### config.mk
export PLATFORM = sky130hd
export DESIGN_NAME = dcsr_top
export DESIGN_NICKNAME = d
export VERILOG_FILES = /design/src/core/dcsr_diag_reg.v /design/src/core/dcsr_top.v
export VERILOG_INCLUDE_DIRS = /design/src /design/src/core
export SDC_FILE = /design/constraint.sdc
export NUM_CORES = 1
export LEC_CHECK = 0
export ABC_CLOCK_PERIOD_IN_PS = 1400
export BUFFER_PORTS_ARGS = -buffer_cell sky130_fd_sc_hd__buf_2
export CORE_MARGIN = 2
export CORE_UTILIZATION = 25
export CTS_CLUSTER_SIZE = 20
export DETAILED_ROUTE_END_ITERATION = 6
export SETUP_SLACK_MARGIN = 0.3
export SLEW_MARGIN = 30
export SYNTH_ARGS = -nofsm -noshare
export SYNTH_HDL_FRONTEND = slang
export SYNTH_SLANG_ARGS = --single-unit
### constraint.sdc
create_clock -name i_core_clk -period 1.4 [get_ports i_core_clk]
set_clock_uncertainty 0.15 [all_clocks]
set_input_delay 0.14 -clock i_core_clk [delete_from_list [all_inputs] [get_ports i_core_clk]]
set_output_delay 0.14 -clock i_core_clk [all_outputs]
set_load 0.02 [all_outputs]
### src/core/dcsr_regs.vh
// Bit positions, reset values and timing counts of the diagnostic control bits.
// Functional notes
// - Ground-LED bit 2 set hides ground-LED flags from channel diagnostic registers.
// - Open-load bit 1 set freezes on/off open-load flags at their last stored values.
// - Writing one to bit 0 clears all user registers; writing zero does nothing.
// - Soft clear also restarts the isolation link transfer.
// - Hardware clears the soft clear bit itself after triggering.
`ifndef DCSR_REGS_VH
`define DCSR_REGS_VH
`define DCSR_BIT_CLEAR      0
`define DCSR_BIT_OL_DIS     1
`define DCSR_BIT_LEDG_DIS   2
`define DCSR_CTRL_RESET     3'h0
`define DCSR_DIAG_RESET     8'h00
`define DCSR_FLAG_LEDG      0
`define DCSR_FLAG_OLA       1
`define DCSR_FLAG_OLI       2
`define DCSR_CLEAR_CYCLES   2'h2
`endif

### src/core/dcsr_diag_reg.v
// One channel diagnostic register with per-bit update enables and a clear.
`timescale 1ns/1ns
`default_nettype none
`include "dcsr_regs.vh"
module dcsr_diag_reg (
   // Clock and reset
   input  wire       i_core_clk,
   input  wire       i_reset_n,
   // Control
   input  wire       i_clear,
   input  wire [7:0] i_update_en,
   input  wire [7:0] i_flags,
   // Stored value
   output reg  [7:0] o_value
);
   genvar b;
   generate
      for (b = 0; b < 8; b = b + 1) begin : g_bit
         always @(posedge i_core_clk or negedge i_reset_n) begin
            if (!i_reset_n) begin
               o_value[b] <= 1'b0;
            end else if (i_clear) begin
               o_value[b] <= 1'b0;
            end else if (i_update_en[b]) begin
               o_value[b] <= i_flags[b];
            end
         end
      end
   endgenerate
endmodule // dcsr_diag_reg
`default_nettype wire

### src/core/dcsr_top.v
// Diagnostic configuration bits, self-clearing soft clear and channel diagnostic registers.
`timescale 1ns/1ns
`default_nettype none
`include "dcsr_regs.vh"
module dcsr_top (
   // Clock and reset
   input  wire        i_core_clk,
   input  wire        i_reset_n,
   // Control register write port
   input  wire        i_ctrl_wr,
   input  wire [2:0]  i_ctrl_wdata,
   // Raw diagnostics per channel: bit 0 ground-LED, 1 open-load on, 2 open-load off
   input  wire [23:0] i_channel_flags,
   // Control register readback
   output reg  [2:0]  o_ctrl_rdata,
   // Channel diagnostic registers, eight bits per channel
   output wire [63:0] o_channel_diagnostic_regs,
   // Isolation link restart pulse
   output reg         o_isolation_link_transfer_restart
);
   // Soft clear sequencer states.
   localparam [1:0] ST_IDLE  = 2'h0;
   localparam [1:0] ST_HOLD  = 2'h1;
   localparam [1:0] ST_DONE  = 2'h2;
   localparam [1:0] CNT_ZERO = 2'h0;

   // Configuration bits.
   reg        ground_led_report_disable_q;
   reg        ground_led_report_disable_d;
   reg        open_load_monitor_disable_q;
   reg        open_load_monitor_disable_d;

   // Soft clear sequencer.
   reg        soft_clear_trigger_q;
   reg        soft_clear_trigger_d;
   reg [1:0]  clear_state_q;
   reg [1:0]  clear_state_d;
   reg [1:0]  clear_cnt_q;
   reg [1:0]  clear_cnt_d;

   // Registered pulses and readback.
   reg        diag_clear_q;
   reg        diag_clear_d;
   reg        restart_d;
   reg [2:0]  ctrl_rdata_d;

   // Decoded write strobes.
   reg        clear_start;
   reg        cfg_write;

   // A write with the clear bit set starts a clear; any other write loads configuration.
   always @* begin
      clear_start = i_ctrl_wr & i_ctrl_wdata[`DCSR_BIT_CLEAR];
      cfg_write   = i_ctrl_wr & ~i_ctrl_wdata[`DCSR_BIT_CLEAR];
   end

   always @* begin
      ground_led_report_disable_d = ground_led_report_disable_q;
      open_load_monitor_disable_d = open_load_monitor_disable_q;
      if (clear_start) begin
         // The clear wipes user bits, so configuration returns to defaults.
         ground_led_report_disable_d = 1'b0;
         open_load_monitor_disable_d = 1'b0;
      end else if (cfg_write) begin
         ground_led_report_disable_d = i_ctrl_wdata[`DCSR_BIT_LEDG_DIS];
         open_load_monitor_disable_d = i_ctrl_wdata[`DCSR_BIT_OL_DIS];
      end
   end

   // The trigger bit stays up for the hold count plus one cycle, then drops by itself.
   always @* begin
      clear_state_d        = clear_state_q;
      clear_cnt_d          = clear_cnt_q;
      soft_clear_trigger_d = soft_clear_trigger_q;
      case (clear_state_q)
         ST_IDLE: begin
            soft_clear_trigger_d = 1'b0;
         end
         ST_HOLD: begin
            if (clear_cnt_q != CNT_ZERO) begin
               clear_cnt_d = clear_cnt_q - 2'h1;
            end else begin
               clear_state_d        = ST_DONE;
               soft_clear_trigger_d = 1'b0;
            end
         end
         ST_DONE: begin
            clear_state_d = ST_IDLE;
         end
         default: begin
            clear_state_d        = ST_IDLE;
            soft_clear_trigger_d = 1'b0;
         end
      endcase
      if (clear_start) begin
         clear_state_d        = ST_HOLD;
         clear_cnt_d          = `DCSR_CLEAR_CYCLES;
         soft_clear_trigger_d = 1'b1;
      end
   end

   always @* begin
      diag_clear_d = clear_start;
      restart_d    = clear_start;
      ctrl_rdata_d = `DCSR_CTRL_RESET;
      ctrl_rdata_d[`DCSR_BIT_LEDG_DIS] = ground_led_report_disable_q;
      ctrl_rdata_d[`DCSR_BIT_OL_DIS]   = open_load_monitor_disable_q;
      ctrl_rdata_d[`DCSR_BIT_CLEAR]    = soft_clear_trigger_q;
   end

   // Every register resets to its default asynchronously.
   always @(posedge i_core_clk or negedge i_reset_n) begin
      if (!i_reset_n) begin
         ground_led_report_disable_q <= 1'b0;
      end else begin
         ground_led_report_disable_q <= ground_led_report_disable_d;
      end
   end

   always @(posedge i_core_clk or negedge i_reset_n) begin
      if (!i_reset_n) begin
         open_load_monitor_disable_q <= 1'b0;
      end else begin
         open_load_monitor_disable_q <= open_load_monitor_disable_d;
      end
   end

   always @(posedge i_core_clk or negedge i_reset_n) begin
      if (!i_reset_n) begin
         soft_clear_trigger_q <= 1'b0;
      end else begin
         soft_clear_trigger_q <= soft_clear_trigger_d;
      end
   end

   always @(posedge i_core_clk or negedge i_reset_n) begin
      if (!i_reset_n) begin
         clear_state_q <= ST_IDLE;
      end else begin
         clear_state_q <= clear_state_d;
      end
   end

   always @(posedge i_core_clk or negedge i_reset_n) begin
      if (!i_reset_n) begin
         clear_cnt_q <= CNT_ZERO;
      end else begin
         clear_cnt_q <= clear_cnt_d;
      end
   end

   always @(posedge i_core_clk or negedge i_reset_n) begin
      if (!i_reset_n) begin
         diag_clear_q <= 1'b0;
      end else begin
         diag_clear_q <= diag_clear_d;
      end
   end

   always @(posedge i_core_clk or negedge i_reset_n) begin
      if (!i_reset_n) begin
         o_isolation_link_transfer_restart <= 1'b0;
      end else begin
         o_isolation_link_transfer_restart <= restart_d;
      end
   end

   always @(posedge i_core_clk or negedge i_reset_n) begin
      if (!i_reset_n) begin
         o_ctrl_rdata <= `DCSR_CTRL_RESET;
      end else begin
         o_ctrl_rdata <= ctrl_rdata_d;
      end
   end

   genvar c;

   generate
      for (c = 0; c < 8; c = c + 1) begin : g_ch
         wire       ledg_raw;
         wire       ola_raw;
         wire       oli_raw;
         wire       ledg_shown;
         wire       ola_shown;
         wire       oli_shown;
         wire       ol_update;
         reg  [7:0] upd_en;
         reg  [7:0] flags;

         assign ledg_raw   = i_channel_flags[3*c+`DCSR_FLAG_LEDG];
         assign ola_raw    = i_channel_flags[3*c+`DCSR_FLAG_OLA];
         assign oli_raw    = i_channel_flags[3*c+`DCSR_FLAG_OLI];
         // A hidden ground-LED report reads as zero but keeps updating.
         assign ledg_shown = ledg_raw & ~ground_led_report_disable_q;
         assign ola_shown  = ola_raw & ~open_load_monitor_disable_q;
         assign oli_shown  = oli_raw & ~open_load_monitor_disable_q;
         // Open-load bits freeze while monitoring is off; only a soft clear empties them.
         assign ol_update  = ~open_load_monitor_disable_q;

         always @* begin
            upd_en = 8'h00;
            flags  = 8'h00;
            upd_en[`DCSR_FLAG_LEDG] = 1'b1;
            upd_en[`DCSR_FLAG_OLA]  = ol_update;
            upd_en[`DCSR_FLAG_OLI]  = ol_update;
            flags[`DCSR_FLAG_LEDG]  = ledg_shown;
            flags[`DCSR_FLAG_OLA]   = ola_shown;
            flags[`DCSR_FLAG_OLI]   = oli_shown;
         end

         dcsr_diag_reg u_diag (
            .i_core_clk  (i_core_clk),
            .i_reset_n   (i_reset_n),
            .i_clear     (diag_clear_q),
            .i_update_en (upd_en),
            .i_flags     (flags),
            .o_value     (o_channel_diagnostic_regs[8*c+7:8*c])
         );
      end
   endgenerate
endmodule // dcsr_top
`default_nettype wire

==> results_dict.tcl <==
set metrics [dict create \
    h_tree_levels 2 \
    path_delay_family "flip-flops" \
    leakage_power_of_the_design_uw 0.00136 \
    prevailing_post_synth_register_cell "sky130_fd_sc_hd__dfrtp_1" \
    cts_buffer_depth 2 \
    cts_tree "yes" \
    clk_transition_reported_paths_ns 0.08 \
    antenna_diode_instance_count 0 \
    num_io_pins 98 \
    port_buffers 57 \
    synth_compound_area_share_pct 3.30 \
    reg2reg_end "clear_cnt_q[0]" \
    ys_types 23 \
    area_overhead_vs_synth_pct 62.0 \
    place.detailed.hpwl_um 2320 \
    cp-end-kind "flop" \
    violations "DRC, setup timing" \
    worst-endpoint-arrival_ns 1.46 \
    finalCritPeriodShare_pct 102 \
    synthesis.area_per_instance_um2 11.5 \
    rsz_0062_raised_after_global_routing "yes" \
    async_reset_ff_share_pct 100 \
    ys.warnings.count 0 \
    grt_antenna_before_repair 0 \
    die_height_um 85.7 \
    crit_fanout 3 \
    total_placed_instance_area_um2 1930 \
    die-area_um2 7350 \
    synth_simple_gate_area_share_pct 10.3 \
    synth_area_um2 1670 \
    global_route.overflow_total 0 \
    initialDrtViolationCount 59 \
    via_per_inst 3.79 \
    power-per-cell-area_nw_per_um2 1180 \
    placed_cells_incl_taps 277 \
    first_global_vias 1185 \
    finalInstanceArea_um2 2710 \
    die_x_um 85.7 \
    fin_cells 329 \
    post-route-worst-setup-slack_ns -0.0307 \
    peakVddDrop_uv 386 \
    maxSlewViolCount 0 \
    drt_pre_antenna_iters 7 \
    min_tclk_post_route_ns 1.43 \
    layout-drive-gt1-share_pct 42.9 \
    worst_path_max_delay_cell "sky130_fd_sc_hd__dfrtp_1" \
    clock_sink_count 35 \
    clock_insertion_delay_worst_skew_ns 0.29 \
    critical_path.n_buffers_inverters 1 \
    dominant_combinational_cell_family_by_area_after_synthesis "buffers and inverters" \
    rows 29 \
    wl_per_cell_um 11.7 \
    status "finished, violations left" \
    global_router_s_overall_resource_usage_pct 10.3 \
    crit_path_start_kind "flop" \
    drt_wl_total_um 3830 \
    clock-root-buffer "sky130_fd_sc_hd__clkbuf_8" \
    portion_of_synthesized_cell_area_occupied_by_the_leading_cell_type_pct 52.4 \
    ys_seq_elements 35 \
    dpl_worst_slack_ns -0.0276 \
    postLayoutCoreUtil_pct 42.1 \
    post-layout-total-power_uw 3190 \
    hold_path_class "in2reg" \
    routabilityCongestion 0.656 \
    number_of_max_cap_violations 0 \
    grt_first_pass_wirelength_um 5760 \
    initial_utilization_pct 26.0 \
    largest_stage_delay_on_the_critical_path_ns 0.38 \
    core_region_area_um2 6420 \
    crit_chain "inv_2, ha_4, nor3b_4, mux2_4" \
    setup_viol_count_final 2 \
    timing.final.hold_violations 0 \
    rr_startpoint "clear_cnt_q[1]" \
    synth_most_common_cell "sky130_fd_sc_hd__buf_4" \
    synth_area_leader_cell "sky130_fd_sc_hd__dfrtp_1" \
    maximum_operating_frequency_ghz 0.699 \
    min_to "clear_state_q[0]" \
    num-nets-final 282 \
    synth.area.mux_share_pct 11.1 \
    worstHoldPathCells 2 \
    setup.reg_to_reg.worst_slack_ns -0.03 \
    route.antenna.remaining_nets 0 \
    yosys-top-cells-area "sky130_fd_sc_hd__dfrtp_1, sky130_fd_sc_hd__buf_4, sky130_fd_sc_hd__mux2i_1" \
    route.vias.total 1248 \
    crit_type "reg2reg" \
    grt_start_max_net_pins 22 \
    top_cell_types_by_occurrence_after_synthesis "sky130_fd_sc_hd__buf_4, sky130_fd_sc_hd__dfrtp_1, sky130_fd_sc_hd__mux2i_1, sky130_fd_sc_hd__nor2_1, sky130_fd_sc_hd__and2_1" \
    min-delay-start "i_ctrl_wdata[0]" \
    count_of_flip_flops_with_a_built_in_enable_after_synthesis 0 \
    synthesis.instances 145 \
    ys_seq_area_share_pct 52.4 \
    critPathRequiredTime_ns 1.43 \
    synth-xor-area-share_pct 0 \
    synth-adder-area-share_pct 0.749 \
    route.detailed.drc 8 \
    worstRegToRegCells 4 \
    tritoncts.num_buffers 5 \
]
## stage by stage
| step | setup TNS, ns | hold slack [ns] |
|---|---|---|
| finish | -0.0452 | 0.0269 |
| global route | -0.170 | 0.0194 |
| CTS | -0.0213 | 0.0106 |
| detailed placement | -0.0422 | -0.0643 |
| global placement | 0 | -0.0649 |
| floorplan | 0 | -0.306 |
## logic make-up (layout without fill, tap and decap cells)
kind of cell	after synthesis	count (layout)
compound gates	8	8
fa+ha+maj	1	1
buf+inv	51	119
flops	35	35
mux	18	18
other cells	1	40
simple gates	31	31
## worst max path at each step
| stage | start | to | cells after the start |
|---|---|---|---|
| 2_1_floorplan | clear_cnt_q[0] | clear_cnt_q[0] | 4 |
| 4_1_cts | clear_cnt_q[1] | clear_cnt_q[0] | 4 |
| 6_report | clear_cnt_q[1] | clear_cnt_q[0] | 4 |
| 3_5_place_dp | clear_cnt_q[1] | clear_cnt_q[0] | 4 |
| 3_3_place_gp | clear_cnt_q[1] | clear_cnt_q[0] | 4 |
| 5_1_grt | clear_cnt_q[1] | clear_cnt_q[1] | 5 |
## where the power goes
part	total [uW]	leakage (uW)	switching (uW)	internal [uW]
clock	732	0.0000402	386	346
sequential	1270	0.000435	108	1160
combinational	1190	0.000881	520	673
total	3190	0.00136	1010	2180
## sequential cells by signal, summed over array words and instances, names as in the netlist
register,flops
o_isolation_link_transfer_restart,1
g_ch.u_diag.o_value,24
clear_state_q,2
ground_led_report_disable_q,1
clear_cnt_q,2
open_load_monitor_disable_q,1
soft_clear_trigger_q,1
o_ctrl_rdata,3
## cell type report
class,count,area (um^2)
Fill cell,587,3720
Timing Repair Buffer,106,991
Sequential cell,35,878
Multi-Input combinational cell,98,633
Tap cell,77,96.3
Clock buffer,5,68.8
Clock inverter,3,20.0
Inverter,5,18.8
## metal layers
metal  global-route usage, %  vias up  part of all wire [%]
met5                       0        -                     0
met4                    3.46        0                  0.29
met3                    3.18        2                   6.7
met2                    18.0       62                    53
met1                    11.9      589                    40
li1                        -      595                     -
## timing repair
item,in CTS,in global routing
hold buffers,28,0
hold endpoints to repair,62,0
buffers inserted,7,7
pin swaps,16,10
cloned,2,0
endpoints found under the setup margin,46,57
gates resized for setup,62,15
## cells in the final DEF (no fill, tap or decap), types with 3 or more instances in the layout
master | synthesis | routed
sky130_fd_sc_hd__and2_4 | 0 | 6
sky130_fd_sc_hd__buf_12 | 0 | 3
sky130_fd_sc_hd__buf_2 | 3 | 29
sky130_fd_sc_hd__buf_4 | 40 | 12
sky130_fd_sc_hd__buf_6 | 1 | 32
sky130_fd_sc_hd__clkbuf_8 | 0 | 5
sky130_fd_sc_hd__conb_1 | 1 | 40
sky130_fd_sc_hd__dfrtp_1 | 35 | 33
sky130_fd_sc_hd__dlygate4sd3_1 | 0 | 28
sky130_fd_sc_hd__inv_1 | 5 | 3
sky130_fd_sc_hd__mux2i_1 | 17 | 14
sky130_fd_sc_hd__nor2_1 | 17 | 15
(Power assumes the default switching activity.)
